<file path="config.mk">
export PLATFORM = sky130hd
export DESIGN_NAME = mpm_core
export DESIGN_NICKNAME = d
export VERILOG_FILES = /design/src/hdl/mpm_pkg.sv /design/src/hdl/mpm_core.sv
export SDC_FILE = /design/constraint.sdc
export NUM_CORES = 1
export LEC_CHECK = 0
export ABC_AREA = 1
export BUFFER_PORTS_ARGS = -buffer_cell sky130_fd_sc_hd__buf_2
export CAP_MARGIN = 30
export CORE_ASPECT_RATIO = 2
export CORE_MARGIN = 8
export CORE_UTILIZATION = 57
export DETAILED_ROUTE_END_ITERATION = 12
export PLACE_DENSITY = 0.81
export SLEW_MARGIN = 10
export SYNTH_ARGS = -nofsm -noshare
export SYNTH_HDL_FRONTEND = slang
export SYNTH_SLANG_ARGS = --single-unit
</file>
<file path="constraint.sdc">
create_clock -name pclk -period 2.8 [get_ports pclk]
set_clock_uncertainty 0.15 [all_clocks]
set_input_delay 0.28 -clock pclk [delete_from_list [all_inputs] [get_ports pclk]]
set_output_delay 0.28 -clock pclk [all_outputs]
set_load 0.05 [all_outputs]
</file>
<file path="src/hdl/mpm_pkg.sv">
// Constants, register map and carrier types for the MAC pause, MDIO and tx error block.
// Assumes a 20 MHz APB clock and a 10 Mbit/s bit time.
package mpm_pkg;

    ////////////////////////////////////////////////////////////////////////////
    // Register byte offsets
    localparam logic [7:0] A_CTRL   = 8'h00;
    localparam logic [7:0] A_TXIEN  = 8'h04;
    localparam logic [7:0] A_TXSTAT = 8'h08;
    localparam logic [7:0] A_CFSTAT = 8'h0C;
    localparam logic [7:0] A_MDCMD  = 8'h10;
    localparam logic [7:0] A_MDSTAT = 8'h14;
    localparam logic [7:0] A_PAUSE  = 8'h18;
    localparam logic [7:0] A_MISSED = 8'h1C;

    // Control fields
    localparam int CTRL_SEND_PAUSE = 0;
    localparam int CTRL_LOOPBACK   = 1;
    // Management command and status fields
    localparam int MDCMD_DATA_LSB  = 0;
    localparam int MDCMD_REG_LSB   = 16;
    localparam int MDCMD_PHY_LSB   = 21;
    localparam int MDCMD_READ      = 26;
    localparam int MDSTAT_BUSY     = 31;

    // Transmit status bits
    localparam int TXS_W      = 7;
    localparam int TXS_PARITY = 0;
    localparam int TXS_UNDER  = 1;
    localparam int TXS_NOCRS  = 2;
    localparam int TXS_EXCOL  = 3;
    localparam int TXS_LATE   = 4;
    localparam int TXS_EXDEF  = 5;
    localparam int TXS_OK     = 6;

    ////////////////////////////////////////////////////////////////////////////
    // Management frame layout
    localparam logic [31:0] MD_PREAMBLE = 32'hFFFF_FFFF;
    localparam logic [1:0]  MD_SOF      = 2'h1;
    localparam logic [1:0]  MD_OP_WR    = 2'h1;
    localparam logic [1:0]  MD_OP_RD    = 2'h2;
    localparam logic [1:0]  MD_TA_WR    = 2'h2;
    localparam logic [6:0]  MD_BIT_PRE  = 7'h20;
    localparam logic [6:0]  MD_BIT_TA   = 7'h2E;
    localparam logic [6:0]  MD_BIT_DATA = 7'h30;
    localparam logic [6:0]  MD_BIT_IDLE = 7'h40;
    localparam logic [6:0]  MD_BIT_END  = 7'h41;

    typedef enum logic [0:0] {
        MD_IDLE = 1'b0,
        MD_RUN  = 1'b1
    } mpm_md_st_t;

    ////////////////////////////////////////////////////////////////////////////
    // Pause recognition and timing
    localparam logic [15:0] PAUSE_TYPE   = 16'h8808;
    localparam logic [15:0] PAUSE_OPCODE = 16'h0001;
    localparam logic [10:0] PAUSE_LEN    = 11'h040;
    localparam int CLK_NS         = 50;
    localparam int BIT_NS         = 100;
    localparam int QUANTUM_BITS   = 512;
    localparam int QUANTUM_CYC    = QUANTUM_BITS * BIT_NS / CLK_NS;
    localparam int DEFER_BITS     = 32768;
    localparam int DEFER_CYC      = DEFER_BITS * BIT_NS / CLK_NS;

    // Transmit limits
    localparam logic [6:0] LATE_BYTES   = 7'h40;
    localparam logic [4:0] MAX_ATTEMPTS = 5'h10;
    localparam logic       PAR_ODD      = 1'b1;

    ////////////////////////////////////////////////////////////////////////////
    // Carriers
    typedef struct packed {
        logic        valid;
        logic [15:0] len_type;
        logic        addr_hit;
        logic [10:0] length;
        logic [15:0] opcode;
        logic [15:0] operand;
    } mpm_rx_ctl_t;

    typedef struct packed {
        logic       attempt_start;
        logic       defer;
        logic       pre_start;
        logic       sfd;
        logic       byte_sent;
        logic       fifo_rd;
        logic [7:0] fifo_data;
        logic       fifo_par;
        logic       fifo_empty;
        logic       frame_end;
        logic       ctl_frame;
    } mpm_tx_ev_t;

    typedef struct packed {
        logic abort;
        logic done_ok;
        logic backoff;
        logic stat_strobe;
    } mpm_tx_res_t;

endpackage

</file>
<file path="src/hdl/mpm_core.sv">
// MDIO station manager, full-duplex pause timing, remote pause request and
// transmit error detection with an APB register file.
// Assumes the transmit and receive state machines share pclk; crs, col and
// mdio_i come from pins and are synchronised here.
//
// The APB slave port and the placing of the registers were chosen for this implementation.
module mpm_core #(
    parameter int unsigned MDC_HALF  = 4,
    parameter int unsigned DEFER_CYC = mpm_pkg::DEFER_CYC
) (
    // Clock and reset
    input  wire logic                clk_unused_tie,
    input  wire logic                pclk,
    input  wire logic                presetn,
    // APB slave
    input  wire logic                psel,
    input  wire logic                penable,
    input  wire logic                pwrite,
    input  wire logic [7:0]          paddr,
    input  wire logic [31:0]         pwdata,
    output logic [31:0]              prdata,
    output logic                     pready,
    output logic                     pslverr,
    // Management link
    output logic                     mdc,
    input  wire logic                mdio_i,
    output logic                     mdio_o,
    output logic                     mdio_oe,
    // MII status pins
    input  wire logic                crs,
    input  wire logic                col,
    // Receive side
    input  wire mpm_pkg::mpm_rx_ctl_t rx_ctl,
    input  wire logic                rx_missed,
    output logic                     pause_hold,
    output logic                     pause_end,
    // Transmit side
    input  wire mpm_pkg::mpm_tx_ev_t tx_ev,
    output mpm_pkg::mpm_tx_res_t     tx_res,
    output logic                     send_pause_request,
    output logic [mpm_pkg::TXS_W-1:0] tx_frame_status,
    output logic                     tx_err_irq
);

    typedef struct packed {
        mpm_pkg::mpm_md_st_t      md_st;
        logic [7:0]               md_div;
        logic                     mdc;
        logic [6:0]               md_bit;
        logic [63:0]              md_frame;
        logic                     md_rd;
        logic                     mdio_o;
        logic                     mdio_oe;
        logic [15:0]              md_rdata;
        logic                     mdi_m;
        logic                     mdi_s;
        logic                     crs_m;
        logic                     crs_s;
        logic                     col_m;
        logic                     col_s;
        logic                     col_prev;
        logic                     pause_req;
        logic                     loopback;
        logic [mpm_pkg::TXS_W-1:0] tx_ien;
        logic [mpm_pkg::TXS_W-1:0] tx_stat;
        logic [mpm_pkg::TXS_W-1:0] cf_stat;
        logic [mpm_pkg::TXS_W-1:0] fr_stat;
        logic [15:0]              missed;
        logic [15:0]              pause_cnt;
        logic [10:0]              quanta;
        logic                     pause_end;
        logic                     tx_active;
        logic [4:0]               attempts;
        logic [6:0]               byte_cnt;
        logic                     crs_seen;
        logic                     crs_mon;
        logic                     first_att;
        logic [16:0]              defer_cnt;
        mpm_pkg::mpm_tx_res_t     res;
    } mpm_state_t;

    localparam logic [7:0]  MDC_LAST   = 8'(MDC_HALF - 1);
    localparam logic [10:0] QUANT_LAST = 11'(mpm_pkg::QUANTUM_CYC - 1);
    localparam logic [16:0] DEFER_LAST = 17'(DEFER_CYC - 1);

    mpm_state_t s_q;
    mpm_state_t s_d;

    logic                      wr;
    logic                      rd_ok;
    logic                      recog;
    logic                      col_rise;
    logic                      par_bad;
    logic                      end_frame;
    logic [4:0]                att_n;
    logic [mpm_pkg::TXS_W-1:0] ev;

    assign wr = psel && penable && pwrite;

    ////////////////////////////////////////////////////////////////////////////
    // APB read side, zero wait states
    always_comb begin
        rd_ok  = 1'b1;
        prdata = 32'h0000_0000;
        case (paddr)
            mpm_pkg::A_CTRL: begin
                prdata[mpm_pkg::CTRL_SEND_PAUSE] = s_q.pause_req;
                prdata[mpm_pkg::CTRL_LOOPBACK]   = s_q.loopback;
            end
            mpm_pkg::A_TXIEN:  prdata[mpm_pkg::TXS_W-1:0] = s_q.tx_ien;
            mpm_pkg::A_TXSTAT: prdata[mpm_pkg::TXS_W-1:0] = s_q.tx_stat;
            mpm_pkg::A_CFSTAT: prdata[mpm_pkg::TXS_W-1:0] = s_q.cf_stat;
            mpm_pkg::A_MDCMD:  prdata = 32'h0000_0000;
            mpm_pkg::A_MDSTAT: begin
                prdata[15:0]                 = s_q.md_rdata;
                prdata[mpm_pkg::MDSTAT_BUSY] = (s_q.md_st == mpm_pkg::MD_RUN);
            end
            mpm_pkg::A_PAUSE:  prdata[15:0] = s_q.pause_cnt;
            mpm_pkg::A_MISSED: prdata[15:0] = s_q.missed;
            default:           rd_ok = 1'b0;
        endcase
    end

    assign pready  = 1'b1;
    assign pslverr = psel && penable && !rd_ok;

    ////////////////////////////////////////////////////////////////////////////
    // Next state
    always_comb begin
        s_d = s_q;
        recog = rx_ctl.valid && rx_ctl.addr_hit
            && (rx_ctl.len_type == mpm_pkg::PAUSE_TYPE)
            && (rx_ctl.length == mpm_pkg::PAUSE_LEN)
            && (rx_ctl.opcode == mpm_pkg::PAUSE_OPCODE);
        col_rise  = s_q.col_s && !s_q.col_prev;
        par_bad   = (^{tx_ev.fifo_data, tx_ev.fifo_par}) != mpm_pkg::PAR_ODD;
        att_n     = s_q.attempts + 5'h01;
        ev        = '0;
        end_frame = 1'b0;

        s_d.mdi_m    = mdio_i;
        s_d.mdi_s    = s_q.mdi_m;
        s_d.crs_m    = crs;
        s_d.crs_s    = s_q.crs_m;
        s_d.col_m    = col;
        s_d.col_s    = s_q.col_m;
        s_d.col_prev = s_q.col_s;
        s_d.res       = '0;
        s_d.pause_end = 1'b0;

        // Software writes
        if (wr) begin
            case (paddr)
                mpm_pkg::A_CTRL: begin
                    s_d.pause_req = pwdata[mpm_pkg::CTRL_SEND_PAUSE];
                    s_d.loopback  = pwdata[mpm_pkg::CTRL_LOOPBACK];
                end
                mpm_pkg::A_TXIEN:  s_d.tx_ien  = pwdata[mpm_pkg::TXS_W-1:0];
                mpm_pkg::A_TXSTAT: s_d.tx_stat = s_q.tx_stat & ~pwdata[mpm_pkg::TXS_W-1:0];
                mpm_pkg::A_MDCMD: begin
                    if (s_q.md_st == mpm_pkg::MD_IDLE) begin
                        s_d.md_st    = mpm_pkg::MD_RUN;
                        s_d.md_rd    = pwdata[mpm_pkg::MDCMD_READ];
                        s_d.md_frame = {mpm_pkg::MD_PREAMBLE, mpm_pkg::MD_SOF,
                            pwdata[mpm_pkg::MDCMD_READ] ? mpm_pkg::MD_OP_RD : mpm_pkg::MD_OP_WR,
                            pwdata[mpm_pkg::MDCMD_PHY_LSB +: 5],
                            pwdata[mpm_pkg::MDCMD_REG_LSB +: 5],
                            mpm_pkg::MD_TA_WR,
                            pwdata[mpm_pkg::MDCMD_DATA_LSB +: 16]};
                        s_d.md_bit   = 7'h00;
                        s_d.md_div   = 8'h00;
                        s_d.mdc      = 1'b0;
                        s_d.mdio_o   = 1'b1;
                        s_d.mdio_oe  = 1'b1;
                    end
                end
                default: ;
            endcase
        end

        ////////////////////////////////////////////////////////////////////////
        // Management frame engine: bits change after MDC falls, sampled on rise
        if (s_q.md_st == mpm_pkg::MD_RUN) begin
            if (s_q.md_div == MDC_LAST) begin
                s_d.md_div = 8'h00;
                s_d.mdc    = !s_q.mdc;
                if (!s_q.mdc) begin
                    if (s_q.md_rd && s_q.md_bit >= mpm_pkg::MD_BIT_DATA
                        && s_q.md_bit < mpm_pkg::MD_BIT_IDLE) begin
                        s_d.md_rdata = {s_q.md_rdata[14:0], s_q.mdi_s};
                    end
                end else begin
                    s_d.md_bit = s_q.md_bit + 7'h01;
                    s_d.mdio_o = s_q.md_frame[6'(7'h3F - (s_q.md_bit + 7'h01))];
                    if (s_q.md_bit + 7'h01 >= mpm_pkg::MD_BIT_IDLE) begin
                        s_d.mdio_oe = 1'b0;
                        s_d.mdio_o  = 1'b0;
                    end else if (s_q.md_rd && s_q.md_bit + 7'h01 >= mpm_pkg::MD_BIT_TA) begin
                        s_d.mdio_oe = 1'b0;
                        s_d.mdio_o  = 1'b0;
                    end
                    if (s_q.md_bit + 7'h01 == mpm_pkg::MD_BIT_END) begin
                        s_d.md_st = mpm_pkg::MD_IDLE;
                    end
                end
            end else begin
                s_d.md_div = s_q.md_div + 8'h01;
            end
        end

        ////////////////////////////////////////////////////////////////////////
        // Pause counter
        if (recog) begin
            s_d.pause_cnt = rx_ctl.operand;
            s_d.quanta    = 11'h000;
            s_d.pause_end = (rx_ctl.operand == 16'h0000) && (s_q.pause_cnt != 16'h0000);
        end else if (s_q.pause_cnt != 16'h0000) begin
            if (s_q.quanta == QUANT_LAST) begin
                s_d.quanta    = 11'h000;
                s_d.pause_cnt = s_q.pause_cnt - 16'h0001;
                s_d.pause_end = (s_q.pause_cnt == 16'h0001);
            end else begin
                s_d.quanta = s_q.quanta + 11'h001;
            end
        end

        if (rx_missed && s_q.missed != 16'hFFFF) begin
            s_d.missed = s_q.missed + 16'h0001;
        end

        ////////////////////////////////////////////////////////////////////////
        // Transmit error tracking
        if (tx_ev.attempt_start) begin
            s_d.tx_active = 1'b1;
            s_d.attempts  = 5'h00;
            s_d.first_att = 1'b1;
            s_d.defer_cnt = 17'h00000;
            s_d.fr_stat   = '0;
        end else if (s_q.tx_active) begin
            if (tx_ev.pre_start) begin
                s_d.byte_cnt = 7'h00;
                s_d.crs_seen = 1'b0;
                s_d.crs_mon  = 1'b0;
            end
            // Carrier is watched from the delimiter until the frame ends
            if (tx_ev.sfd) begin
                s_d.crs_mon = 1'b1;
            end
            if (tx_ev.byte_sent && s_q.byte_cnt != 7'h7F) begin
                s_d.byte_cnt = s_q.byte_cnt + 7'h01;
            end
            if ((tx_ev.sfd || s_q.crs_mon) && s_q.crs_s) begin
                s_d.crs_seen = 1'b1;
            end
            if (s_q.first_att && tx_ev.defer) begin
                s_d.defer_cnt = s_q.defer_cnt + 17'h00001;
                if (s_q.defer_cnt == DEFER_LAST) begin
                    ev[mpm_pkg::TXS_EXDEF] = 1'b1;
                end
            end
            if (tx_ev.fifo_rd && tx_ev.fifo_empty) begin
                ev[mpm_pkg::TXS_UNDER] = 1'b1;
            end else if (tx_ev.fifo_rd && par_bad) begin
                ev[mpm_pkg::TXS_PARITY] = 1'b1;
            end
            if (col_rise) begin
                s_d.attempts  = att_n;
                s_d.first_att = 1'b0;
                if (att_n == mpm_pkg::MAX_ATTEMPTS) begin
                    ev[mpm_pkg::TXS_EXCOL] = 1'b1;
                end else begin
                    s_d.res.backoff = 1'b1;
                    if (s_q.byte_cnt >= mpm_pkg::LATE_BYTES) begin
                        ev[mpm_pkg::TXS_LATE] = 1'b1;
                    end
                end
            end
            if (ev[mpm_pkg::TXS_EXDEF] || ev[mpm_pkg::TXS_UNDER]
                || ev[mpm_pkg::TXS_PARITY] || ev[mpm_pkg::TXS_EXCOL]) begin
                s_d.res.abort = 1'b1;
                end_frame     = 1'b1;
            end else if (tx_ev.frame_end && !col_rise) begin
                ev[mpm_pkg::TXS_OK]    = 1'b1;
                ev[mpm_pkg::TXS_NOCRS] = !s_q.crs_seen && !s_q.crs_s && !s_q.loopback;
                s_d.res.done_ok        = 1'b1;
                end_frame              = 1'b1;
            end
        end

        s_d.tx_stat = s_d.tx_stat | ev;
        s_d.fr_stat = s_d.fr_stat | ev;
        if (end_frame) begin
            s_d.tx_active       = 1'b0;
            s_d.attempts        = 5'h00;
            s_d.res.stat_strobe = 1'b1;
            if (tx_ev.ctl_frame) begin
                s_d.cf_stat = s_q.fr_stat | ev;
                if (!(wr && paddr == mpm_pkg::A_CTRL)) begin
                    s_d.pause_req = 1'b0;
                end
            end
        end
    end

    always_ff @(posedge pclk or negedge presetn) begin
        if (!presetn) begin
            s_q       <= '0;
            s_q.md_st <= mpm_pkg::MD_IDLE;
        end else begin
            s_q <= s_d;
        end
    end

    ////////////////////////////////////////////////////////////////////////////
    // Outputs
    assign mdc                = s_q.mdc;
    assign mdio_o             = s_q.mdio_o;
    assign mdio_oe            = s_q.mdio_oe;
    assign pause_hold         = (s_q.pause_cnt != 16'h0000);
    assign pause_end          = s_q.pause_end;
    assign tx_res             = s_q.res;
    assign send_pause_request = s_q.pause_req;
    assign tx_frame_status    = s_q.fr_stat;
    assign tx_err_irq         = |(s_q.tx_stat & s_q.tx_ien);
endmodule

</file>
=== After elaboration in Yosys (flattened, before gate mapping) ===
Cells that the tools add are included.

* Flip-flop bits (word level): 184
* Bits in latches: 0
* Bits in writable memories: 0
* Memory bits (read-only): 0
* Memories kept: 0

* Add/subtract/negate cells: 9
* Multipliers: 0
* Div/mod/pow operators: 0
* Order comparisons: 6
* Equal/unequal tests: 18
* Shift operators: 0
* Mux-type cells: 81
* Bitwise operators: 10
* Reductions and logical operators: 65

{| class="wikitable"
|+ Operators by type and width
! kind !! count
|-
| two-way mux 84 bit || 2
|-
| two-way mux 83 bit || 1
|-
| two-way mux 16 bit || 4
|-
| two-way mux 28 bit || 2
|-
| two-way mux 18 bit || 3
|-
| two-way mux 7 bit || 7
|-
| two-way mux 1 bit || 39
|-
| two-way mux 35 bit || 1
|-
| two-way mux 17 bit || 2
|-
| == test 16 x 1 -> 1 bit, second input constant || 2
|-
| == test 8 x 5 -> 1 bit, second input constant || 4
|-
| one-hot mux 5 bit (6 select lines) || 1
|-
| one-hot mux 9 bit (3 select lines) || 1
|-
| logical AND 1 bit || 22
|-
| nonzero test 2 bit || 11
|-
| OR 7 bit || 3
|-
| adder 17 x 1 -> 17 bit, second input constant || 1
|-
| == test 17 x 16 -> 1 bit, second input constant || 1
|-
| adder 16 x 1 -> 16 bit, second input constant || 1
|-
| == test 16 bit, second input constant || 1
|-
| == test 8 x 4 -> 1 bit, second input constant || 2
|-
| zero test 16 bit || 1
|-
| two-way mux 2 bit || 8
|-
| two-way mux 8 bit || 2
|-
| other kinds (39) || 67
|}

=== Depth between registers and ports, before layout ===
Gate-level depths: netlist of the first run.

* Word-level depth: 14
* Mapped depth: 17
* Depth with buffers taken out: 17

=== Worst setup path before layout of the first run ===
No wires, ideal clock.

* Path kind: reg2reg
* Start: reg s_q[4] (netlist name)
* End: reg s_q[90] (netlist name)
* Library setup time: 0.117 ns
* Arrival: 2.142 ns
* Data required time: 2.533 ns
* Slack: 0.390 ns
* Cell stages (with the launch flop): 18
* Path buffers: 0
* Cells stage by stage: dfrtp_1 > ha_1 > nand4_1 > nor2_1 > nand4_1 > nor2_1 > inv_1 > nor4_1 > ha_1 > nand3_1 > nand2_1 > nor2_4 > nand2_2 > nand2_2 > nand2_4 > nand2_2 > nand2_1 > nand2_1

* Longest elaborated chain between the ends: 12

{| class="wikitable"
|+ Ends and longest elaborated chain
! item !! RTL line !! RTL
|-
| start: declaration || mpm_core.sv:86 || <nowiki>mpm_state_t s_q;</nowiki>
|-
| == test 17 x 16 -> 1 bit (*) || mpm_core.sv:257 || <nowiki>if (s_q.defer_cnt == DEFER_LAST) begin</nowiki>
|-
| two-way mux 1 bit (*) || mpm_core.sv:257 ||
|-
| two-way mux 1 bit (*) || mpm_core.sv:255 || <nowiki>if (s_q.first_att && tx_ev.defer) begin</nowiki>
|-
| two-way mux 1 bit (*) || mpm_core.sv:239 || <nowiki>end else if (s_q.tx_active) begin</nowiki>
|-
| two-way mux 1 bit (*) || mpm_core.sv:233 || <nowiki>if (tx_ev.attempt_start) begin</nowiki>
|-
| logical OR 1 bit (*) || mpm_core.sv:278 || <nowiki>if (ev[mpm_pkg::TXS_EXDEF] || ev[mpm_pkg::TXS_UNDER]</nowiki>
|-
| logical OR 1 bit (*) (2 in a row) || mpm_core.sv:279 || <nowiki>|| ev[mpm_pkg::TXS_PARITY] || ev[mpm_pkg::TXS_EXCOL]) begin</nowiki>
|-
| two-way mux 1 bit || mpm_core.sv:278 ||
|-
| two-way mux 7 bit / two-way mux 1 bit (equally long branches) || mpm_core.sv:239 ||
|-
| two-way mux 7 bit / two-way mux 1 bit (equally long branches) || mpm_core.sv:233 ||
|-
| OR 7 bit / AND reduction 2 bit (equally long branches) || n/a ||
|}

Mark *: on every way between the ends. The rest lies on a longest branch, timed or not. The select of a mux whose other input is x is not followed.
A chain may end at the register's enable or synchronous reset.

=== Worst setup path in the final report of the first run ===
* Start: reg s_q[4] (netlist name)
* End: reg s_q[88] (netlist name)

* Longest elaborated chain between the ends: 12

{| class="wikitable"
|+ Ends and longest elaborated chain
! item !! RTL line
|-
| == test 17 x 16 -> 1 bit || mpm_core.sv:257
|-
| two-way mux 1 bit || mpm_core.sv:257
|-
| two-way mux 1 bit || mpm_core.sv:255
|-
| two-way mux 1 bit || mpm_core.sv:239
|-
| two-way mux 1 bit || mpm_core.sv:233
|-
| logical OR 1 bit || mpm_core.sv:278
|-
| logical OR 1 bit (2 in a row) || mpm_core.sv:279
|-
| two-way mux 1 bit || mpm_core.sv:278
|-
| two-way mux 1 bit || mpm_core.sv:239
|-
| two-way mux 1 bit || mpm_core.sv:233
|-
| AND reduction 2 bit (no source line) || n/a
|}

No other way between the ends. The select of a mux whose other input is x is not followed.

==> results by group, run 1 <==
Status
  – Status: finished clean

CTS
  – Clock latency on the worst-skew pair: 430 ps
  – CTS buffer count: 17
  – CTS tree: yes
  – Worst-path clk slew: 70 ps
  – Root buf cell: clkbuf_16
  – Clock Path Buffers: 2
  – H-tree Lvls: 4
  – Clock sinks: 182

Min path
  – Hold WC Path Type: in -> reg

STA
  – Final worst path period share: 97.5%
  – Slew @ Worst Pin: 696 ps
  – Count of final setup violators: 0
  – Fmax: 366 MHz
  – Final slew viol count: 0
  – Hold Violations, Final: 0
  – RSZ-0062 raised after global routing: true
  – Relative slew slack: 53.6%
  – Hold WS: 22.8 ps
  – Min setup slack post-route: 71.3 ps
  – Min Clock Period, post-route: 2730 ps

Global routing
  – Vias in the first global route: 9601
  – Initial antenna violation count: 0
  – Largest net degree at the start of global routing: 70
  – First-pass GRT wire length: 44300 um
  – GRT Total Usage: 23.7%
  – Overflow after GRT: 0

Worst setup path
  – Worst Path Required: 2970 ps
  – Slowest-stage cell, CP: dfrtp_1
  – Critical path fanouts, max: 8
  – Critical path launch point type: flop
  – R2R Setup Slk: 70 ps
  – Critical path type: reg -> reg
  – Crit path DAT: 2900 ps
  – Crit-path cells: ha_2, nand4_1, nor2_2, nand4_1, nor2_2, inv_2, nor4_4, ha_2, nand3_4, nand2_2, nor2_4, nand2_2, nand2_4, nand2_8, nand2_8, nand2_1, nand2_1
  – Max stage delay on crit path: 420 ps
  – CP endpoint kind: flop

Floorplanning
  – Vert. Die Dim: 205 um
  – Die width: 111 um
  – Row cnt: 69
  – Core ar.: 17700 um2
  – Die ar.: 22700 um2
  – Starting Density: 57.6%
  – I/O pin cnt: 181

Placement
  – Post-DP HPWL: 20800 um
  – Placer congestion estimate: 0.927
  – Pre-CTS setup slack: 96.5 ps
  – IO Port Bufs: 158
  – Placed cell area: 11100 um2

Final layout
  – Antenna cell count: 0
  – Core Util, Final: 68.7%
  – Area added between synthesis and finish: 19.2%
  – Nets: 1634
  – Share of cells above drive strength 1: 20.5%
  – Register area: 4550 um2
  – Multi-input gate area: 4840 um2
  – Post-route design area: 12200 um2
  – # fillers: 1430

Logic synthesis
  – Synthesis warning total: 0
  – Mean Syn Cell Area: 7.84 um2
  – Predominant post-synthesis flop cell: dfrtp_1
  – Post-synthesis sequential area ratio: 44.6%
  – #FFs+latches synth: 182
  – Asr flop ratio synth: 100%
  – Cell variety after synth: 59
  – Number of synthesized flops with an enable pin: 0
  – Synth Cell Area: 10200 um2
  – Cells after synthesis: 1301

Drt
  – DRT Pass-1 Iters: 7
  – DR vias: 9433
  – WL met2: 14800 um
  – DRC Markers: 0
  – Highest metal used: met4
  – WL final: 27300 um
  – Vias per Instance: 5.49
  – Wire per inst: 15.9 um
  – ANT nets after route: 0
  – DRT iter0 DRCs: 505
  – WL met1: 10000 um
  – Met3 WL: 1340 um

Pwr
  – Int Pwr: 4590 uW
  – Psw: 1850 uW
  – Switch share: 28.7%
  – Design Power: 6440 uW
  – Peak VDD IR: 439 uV
  – Power per cell area: 529 nW/um2
  – Flop pwr share: 46.7%
  – Logic pwr share: 15.8%
  – Clock share of power: 37.5%
  – Leakage power: 0.00622 uW

Flow run
  – Maxcap violations: 0
## worst paths after layout
| check | start | depth (start not counted) | to |
|---|---|---|---|
| setup / recovery | s_q[4] | 17 | s_q[88] |
| hold / removal | rx_ctl[9] | 5 | s_q[58] |
| setup reg to reg | s_q[4] | 17 | s_q[88] |
| hold reg to reg | s_d[114] | 0 | s_q[114] |
| max in group asynchronous | presetn | 3 | s_q[213] |
| min in group asynchronous | presetn | 2 | s_q[80] |
## state kept, by name, summed over array words and instances, names as in the netlist
register and count:
send_pause_request 1, tx_frame_status 7, mdio_o 1, s_d 4
mdio_oe 1, s_q 162, tx_res 4, mdc 1
pause_end 1
## through the flow
stage	instances	setup TNS [ps]
2_1_floorplan	1315	0
3_3_place_gp	1650	0
3_5_place_dp	1650	0
4_1_cts	1710	0
5_1_grt	1718	-1000
6_report	1718	0
## per-layer routing
layer | up-vias | track usage, %
li1 | 4578 | -
met4 | 0 | 13.7
met1 | 4468 | 23.4
met2 | 312 | 44.4
met5 | - | 0
met3 | 75 | 4.82
## timing repair
action,CTS,global route
gates resized for setup,0,27
hold buffers,28,0
endpoints found under the setup margin,0,14
setup buffers,0,7
hold endpoints to repair,94,0
## placed cells by master (no fill, tap or decap), types with 17 or more instances in the layout
| master | instances |
|---|---|
| dfrtp_1 | 182 |
| nor3_1 | 19 |
| nor2_1 | 97 |
| nand2_1 | 364 |
| inv_1 | 148 |
| dlygate4sd3_1 | 28 |
| nand4_1 | 23 |
| buf_2 | 157 |
| a21oi_1 | 38 |
| o21ai_0 | 69 |
| clkbuf_16 | 17 |
| nand3_1 | 64 |
| xor2_1 | 35 |
| buf_4 | 20 |
## cell usage after synthesis (14+ instances only)
cell type	instances	area, um2
o22ai_1	14	87.6
buf_4	27	203
nor3_1	19	95.1
nand4_1	23	144
nor2_1	99	372
o21ai_0	69	345
inv_1	149	559
dfrtp_1	182	4550
xor2_1	35	307
nand2_1	374	1400
nand3_1	65	325
a21oi_1	38	190
## power by group through the flow
stage | Sequential, uW | Combinational, uW | Clock [uW]
3_5_place_dp | 3040 | 948 | 0
2_1_floorplan | 3000 | 652 | 0
5_1_grt | 3020 | 1130 | 2570
6_report | 3000 | 1020 | 2420
4_1_cts | 2990 | 988 | 2450
3_3_place_gp | 3030 | 921 | 0
## critical path: cells and delay by family (launching register included)
| kind | cells | cell delay [ps] |
|---|---|---|
| fa+ha+maj | 2 | 450 |
| simple gates | 14 | 1520 |
| flops | 1 | 420 |
| buf+inv | 1 | 70 |
## cells by family (layout without fill, tap and decap cells)
logic type,after synthesis,after routing,synth area share [%]
buffers and inverters,216,405,9.53
other,2,16,0.0736
and+or+nand+nor,661,662,29.4
xor gates and xnor gates,39,39,3.35
muxes,4,4,0.441
AOI/OAI and AO/OA,184,184,11.0
DFF,182,182,44.6
adders and majority gates,13,13,1.59
## layout make-up
class / instances / share of cell area, %
multi-input combinational: 918 / 39.8
sequential: 182 / 37.4
timing repair buffer: 209 / 10.5
inverter: 164 / 5.10
clock buffer: 21 / 3.95
tap: 213 / 2.19
clock inverter: 11 / 1.01
Note: power is estimated with default switching activity, not from simulation.
==> run 2: changes to the inputs <==
==> constraint.sdc (replaced) <==
create_clock -name pclk -period 2.95 [get_ports pclk]
set_clock_uncertainty 0.15 [all_clocks]
set_input_delay 0.295 -clock pclk [delete_from_list [all_inputs] [get_ports pclk]]
set_output_delay 0.295 -clock pclk [all_outputs]
set_load 0.05 [all_outputs]
==> results by group, run 2 (synthesized netlist as in run 1, its figures left out) <==
Status
  – Status: finished clean

STA
  – Relative slew slack: 56.9% (+3.4 points)
  – Count of final setup violators: 0 (unchanged)
  – Final slew viol count: 0 (unchanged)
  – Slew @ Worst Pin: 645 ps (-51.1 ps)
  – Setup TNS: 0 ps (unchanged)
  – Hold Violations, Final: 0 (unchanged)
  – Final worst path period share: 92.5% (-4.9 points)
  – Min Clock Period, post-route: 2730 ps (+1.15 ps)
  – Fmax: 366 MHz (about the same)

Floorplanning
  – Row cnt: 69 (unchanged)
  – Starting Density: 57.6% (unchanged)
  – Die width: 111 um (unchanged)
  – Core ar.: 17700 um2 (unchanged)
  – I/O pin cnt: 181 (unchanged)
  – Die ar.: 22700 um2 (unchanged)
  – Vert. Die Dim: 205 um (unchanged)

Placement
  – Placed cell area: 11100 um2 (-0.27%)
  – Placer congestion estimate: 0.932 (+0.54%)
  – Post-DP HPWL: 20800 um (+0.13%)
  – DP Cell Count: 1646 (-0.24%)
  – IO Port Bufs: 158 (unchanged)

Global routing
  – Initial antenna violation count: 0 (unchanged)
  – Vias in the first global route: 9787 (+1.9%)
  – Overflow after GRT: 0 (unchanged)
  – GRT Total Usage: 24.0% (+0.33 points)
  – Largest net degree at the start of global routing: 58 (-17%)
  – First-pass GRT wire length: 45100 um (+2.0%)

CTS
  – Root buf cell: clkbuf_16
  – H-tree Lvls: 4 (unchanged)
  – Clock sinks: 182 (unchanged)
  – Worst-path clk slew: 70 ps (about the same)
  – CTS buffer count: 17 (unchanged)
  – CTS tree: yes
  – Clock Path Buffers: 2 (unchanged)
  – Clock latency on the worst-skew pair: 430 ps (about the same)

Worst setup path
  – Critical path fanouts, max: 8 (unchanged)
  – CP Buf/Inv Count: 2 (+1)
  – Critical path type: reg -> reg
  – R2R depth: 17 (unchanged)
  – Critical path launch point type: flop
  – Crit-path leading delay family: simple AND/OR/NAND/NOR gates
  – Max stage delay on crit path: 400 ps (-20 ps)
  – Worst Path Required: 3160 ps (+190 ps)
  – R2r endpoint: s_q[92]
  – CP endpoint kind: flop
  – Slowest-stage cell, CP: dfrtp_1
  – R2R Setup Slk: 220 ps (+150 ps)
  – Crit-path cells: ha_1, nand4_1, nor2_2, nand4_1, nor2_1, inv_1, nor4_2, ha_1, nand3_1, nand2_1, nor2_4, nand2_2, nand2_2, nand2_4, buf_4, nand3_2, nand2_1
  – Crit path DAT: 2940 ps (+40 ps)
  – Reg-to-Reg Start: s_q[5]

Drt
  – DRC Markers: 0 (unchanged)
  – Vias per Instance: 5.52 (+0.54%)
  – ANT nets after route: 0 (unchanged)
  – WL final: 27100 um (-0.55%)
  – DRT Pass-1 Iters: 5 (-2)
  – Wire per inst: 15.9 um (+0.15%)
  – DR vias: 9418 (-0.16%)
  – DRT iter0 DRCs: 476 (-5.7%)

Final layout
  – Leading cell type in the layout, fill and taps excluded: nand2_1
  – Core Util, Final: 67.8% (-0.89 points)
  – # fillers: 1496 (+4.6%)
  – Multi-input gate area: 4740 um2 (-2.1%)
  – Nets: 1622 (-0.73%)
  – Area added between synthesis and finish: 17.7%
  – Antenna cell count: 0 (unchanged)
  – Max reg flops: 162 (unchanged)
  – Most frequent cells in the layout: 374 x nand2_1, 182 x dfrtp_1, 157 x buf_2
  – Share of cells above drive strength 1: 19.0% (-1.5 points)
  – Final cell count without fillers: 1706 (-0.70%)
  – Post-route design area: 12000 um2 (-1.3%)
  – Top reg by flops: s_q
  – Register area: 4550 um2 (unchanged)

Pwr
  – Peak VDD IR: 385 uV (-12%)
  – Design Power: 6240 uW (-3.0%)
  – Leakage power: 0.00615 uW (-1.1%)
  – Power per cell area: 520 nW/um2 (-1.7%)

Min path
  – Worst hold stages: 3 (-2)
  – WHS Endpoint: s_q[30]
  – Min-delay src: tx_ev[13]
  – Hold WC Path Type: in -> reg

Flow run
  – Maxcap violations: 0 (unchanged)
run 2: cell count changes in the layout (fill, tap and decap cells not counted), sizes merged:
cell         previous run  this run
bufinv                  2         4
inv                   163       169
clkinv                  6         5
dlygate4sd3            28        26
buf                   181       172
nand2                 385       384
clkinvlp                4         1
clkbuf                 21        17
run 2: tightest hold or removal path, stage by stage:
cell     delay [ps]
buf_2            90
nand4_1          80
o21ai_0          90
run 2: power breakdown:
group	internal, uW	switching, uW
clock	1440	1020
sequential	2680	158
combinational	318	622
total	4440	1800
run 2: metal layers:
metal / global-route usage, % / vias to the layer above / share of wire, %
met5: 0 / - / 0
met4: 15.6 / 0 / 6.1
met3: 4.93 / 99 / 5.2
met2: 44.1 / 347 / 53
met1: 23.8 / 4416 / 35
li1: - / 4556 / -
run 2: area by class of cell:
type                       instances  area share (%)
sequential                       182            37.9
timing repair buffer             198            9.89
multi-input combinational        917            39.5
clock buffer                      17            3.54
tap                              213            2.22
clock inverter                    15            1.78
inverter                         164            5.17
run 2: worst max path at each step:
| stage | end | depth (start not counted) | start |
|---|---|---|---|
| 2_1_floorplan | s_q[90] | 17 | s_q[4] |
| 3_3_place_gp | s_q[92] | 17 | s_q[4] |
| 3_5_place_dp | s_q[92] | 17 | s_q[4] |
| 4_1_cts | s_q[92] | 17 | s_q[4] |
| 5_1_grt | s_q[92] | 17 | s_q[5] |
| 6_report | s_q[92] | 17 | s_q[5] |
run 2: what timing repair did:
action	CTS	global route
setup buffers	0	2
endpoints found under the hold margin	72	0
setup endpoints to repair	0	15
resized for setup	0	2
hold buffers	26	0
run 2: per-stage QoR:
step                worst slack, ps  hold WS [ps]
global placement                252           132
CTS                             123          9.89
detailed placement              151           132
finish                          220          15.1
global route                  -50.5          37.9
floorplan                       540          -151
==> run 3: changes to the inputs <==
--- a/config.mk
+++ b/config.mk
@@ -10,9 +10,9 @@
 export CAP_MARGIN = 30
 export CORE_ASPECT_RATIO = 2
 export CORE_MARGIN = 8
-export CORE_UTILIZATION = 57
+export CORE_UTILIZATION = 50
 export DETAILED_ROUTE_END_ITERATION = 12
-export PLACE_DENSITY = 0.81
+export PLACE_DENSITY = 0.73
 export SLEW_MARGIN = 10
 export SYNTH_ARGS = -nofsm -noshare
 export SYNTH_HDL_FRONTEND = slang
==> results by group, run 3 (synthesized netlist as in run 1, its figures left out) <==
Status
  – Status: finished clean

Drt
  – DRC Markers: 0 (unchanged)
  – DRT iter0 DRCs: 603 (+27%)
  – DR vias: 9201 (-2.3%)
  – Wire per inst: 14.6 um (-8.0%)
  – DRT Pass-1 Iters: 6 (+1)
  – ANT nets after route: 0 (unchanged)
  – WL final: 25800 um (-4.8%)
  – Vias per Instance: 5.22 (-5.5%)

Worst setup path
  – CP Launch Point: s_q[4]
  – R2R Setup Slk: 250 ps (+30 ps)
  – Critical path fanouts, max: 8 (unchanged)
  – Critical path type: reg -> reg
  – R2r endpoint: s_q[94]
  – CP dominant cell by count: nand2_2
  – R2R depth: 17 (unchanged)
  – Crit-path cells: ha_2, nand4_1, nor2_2, nand4_1, nor2_1, inv_1, nor4_2, ha_2, nand3_2, nand2_2, nor2_4, nand2_2, nand2_2, nand2_4, nand2_4, nand2_1, nand2_1
  – CP endpoint kind: flop
  – Slowest-stage cell, CP: dfrtp_1
  – Worst Path Required: 3120 ps (-40 ps)
  – Max stage delay on crit path: 390 ps (about the same)
  – Critical path launch point type: flop
  – Crit path DAT: 2870 ps (-70 ps)
  – Reg-to-Reg Start: s_q[4]

Min path
  – Min-delay src: pwdata[3]
  – Worst hold stages: 3 (unchanged)
  – Hold WC Path Type: in -> reg
  – WHS Endpoint: s_q[140]

Floorplanning
  – Vert. Die Dim: 218 um (+6.2%)
  – I/O pin cnt: 181 (unchanged)
  – Core ar.: 20200 um2 (+14%)
  – Starting Density: 50.5% (-7.1 points)
  – Die width: 117 um (+5.8%)
  – Row cnt: 74 (+7.2%)
  – Die ar.: 25500 um2 (+12%)

CTS
  – Clock sinks: 182 (unchanged)
  – Clock Path Buffers: 2 (unchanged)
  – H-tree Lvls: 4 (unchanged)
  – Clock latency on the worst-skew pair: 430 ps (about the same)
  – CTS tree: yes
  – Worst-path clk slew: 70 ps (about the same)
  – Root buf cell: clkbuf_16
  – CTS buffer count: 17 (unchanged)

Final layout
  – Leading cell type in the layout, fill and taps excluded: nand2_1
  – Most frequent cells in the layout: 373 x nand2_1, 182 x dfrtp_1, 157 x buf_2
  – Area added between synthesis and finish: 18.7%
  – Nets: 1627 (+0.31%)
  – Top reg by flops: s_q
  – Max reg flops: 162 (unchanged)
  – Core Util, Final: 60.0% (-7.8 points)
  – # fillers: 1852 (+24%)
  – Antenna cell count: 0 (unchanged)
  – Share of cells above drive strength 1: 19.2% (+0.20 points)

Global routing
  – Vias in the first global route: 9501 (-2.9%)
  – Initial antenna violation count: 0 (unchanged)
  – GRT Total Usage: 21.3% (-2.7 points)
  – Overflow after GRT: 0 (unchanged)
  – First-pass GRT wire length: 43800 um (-3.0%)
  – Largest net degree at the start of global routing: 65 (+12%)

STA
  – Hold WS: 26.7 ps (+11.6 ps)
  – Final worst path period share: 91.5% (-1.1 points)
  – RSZ-0062 raised after global routing: false
  – Slew @ Worst Pin: 575 ps (-70.4 ps)
  – Fmax: 371 MHz (+1.2%)
  – Setup TNS: 0 ps (unchanged)
  – Min Clock Period, post-route: 2700 ps (-32.0 ps)
  – Count of final setup violators: 0 (unchanged)
  – Final slew viol count: 0 (unchanged)
  – Hold Violations, Final: 0 (unchanged)
  – Relative slew slack: 61.7% (+4.7 points)

Pwr
  – Peak VDD IR: 398 uV (+3.6%)
  – Power per cell area: 507 nW/um2 (-2.4%)
  – Leakage power: 0.00617 uW (+0.23%)

Placement
  – Placer congestion estimate: 0.910 (-2.4%)
  – Post-DP HPWL: 19400 um (-6.6%)
  – IO Port Bufs: 158 (unchanged)

Flow run
  – Maxcap violations: 0 (unchanged)
## run 3: changes by cell type in the layout (fill, tap and decap cells not counted), moves of 2 or more
| cell | before | now |
|---|---|---|
| clkbuf_1 | 0 | 3 |
| clkbuf_8 | 0 | 3 |
| dlygate4sd3_1 | 26 | 28 |
| ha_1 | 13 | 11 |
| ha_2 | 0 | 2 |
| inv_6 | 7 | 4 |
## run 3: what timing repair did
item,in CTS,in global routing
endpoints found under the hold margin,85,0
buffers inserted,0,5
resized for setup,0,8
endpoints found under the setup margin,0,15
hold buffers,28,0
## run 3: how the worst max path moves through the flow
stage	to	slack, ps	cells after the start
2_1_floorplan	s_q[90]	540	17
3_3_place_gp	s_q[90]	210	17
3_5_place_dp	s_q[93]	90	17
4_1_cts	s_q[93]	40	17
5_1_grt	s_q[90]	50	17
6_report	s_q[94]	250	17
## run 3: worst max-delay path, delay by kind of cell (launching register included)
kind	cells	cell delay, ps
DFF	1	390
and+or+nand+nor	14	1520
adders and majority gates	2	440
buffers and inverters	1	80
## run 3: through the flow
stage	area, um2	instances	total power (uW)	setup slack, ps
after floorplan	10300	1315	3460	540
after global placement	11100	1698	3720	211
after detailed placement	11100	1698	3770	94.2
after CTS	12000	1758	6180	40.6
after global routing	12100	1764	6430	47.9
final	12100	1764	6150	252
## run 3: report_power, final
part | switching, uW | internal [uW] | leakage [uW]
Clock | 962 | 1410 | 0.000295
Combinational | 611 | 326 | 0.00349
Sequential | 154 | 2680 | 0.00238
Total | 1730 | 4420 | 0.00617
## run 3: routing by layer
layer  track usage (%)  up-vias  share of wire [%]
li1                  -     4558                  -
met1              26.0     4306                 42
met2              34.8      291                 49
met3              4.83       46                6.0
met4              9.71        0                2.7
met5                 0        -                  0
## run 3: final cells by class
type / count / area [um2] / share of cell area (%)
Multi-Input combinational cell: 918 / 4760 / 39.3
Sequential cell: 182 / 4550 / 37.6
Timing Repair Buffer: 202 / 1230 / 10.1
Inverter: 164 / 621 / 5.12
Clock buffer: 23 / 478 / 3.95
Tap cell: 266 / 333 / 2.75
Clock inverter: 9 / 140 / 1.16
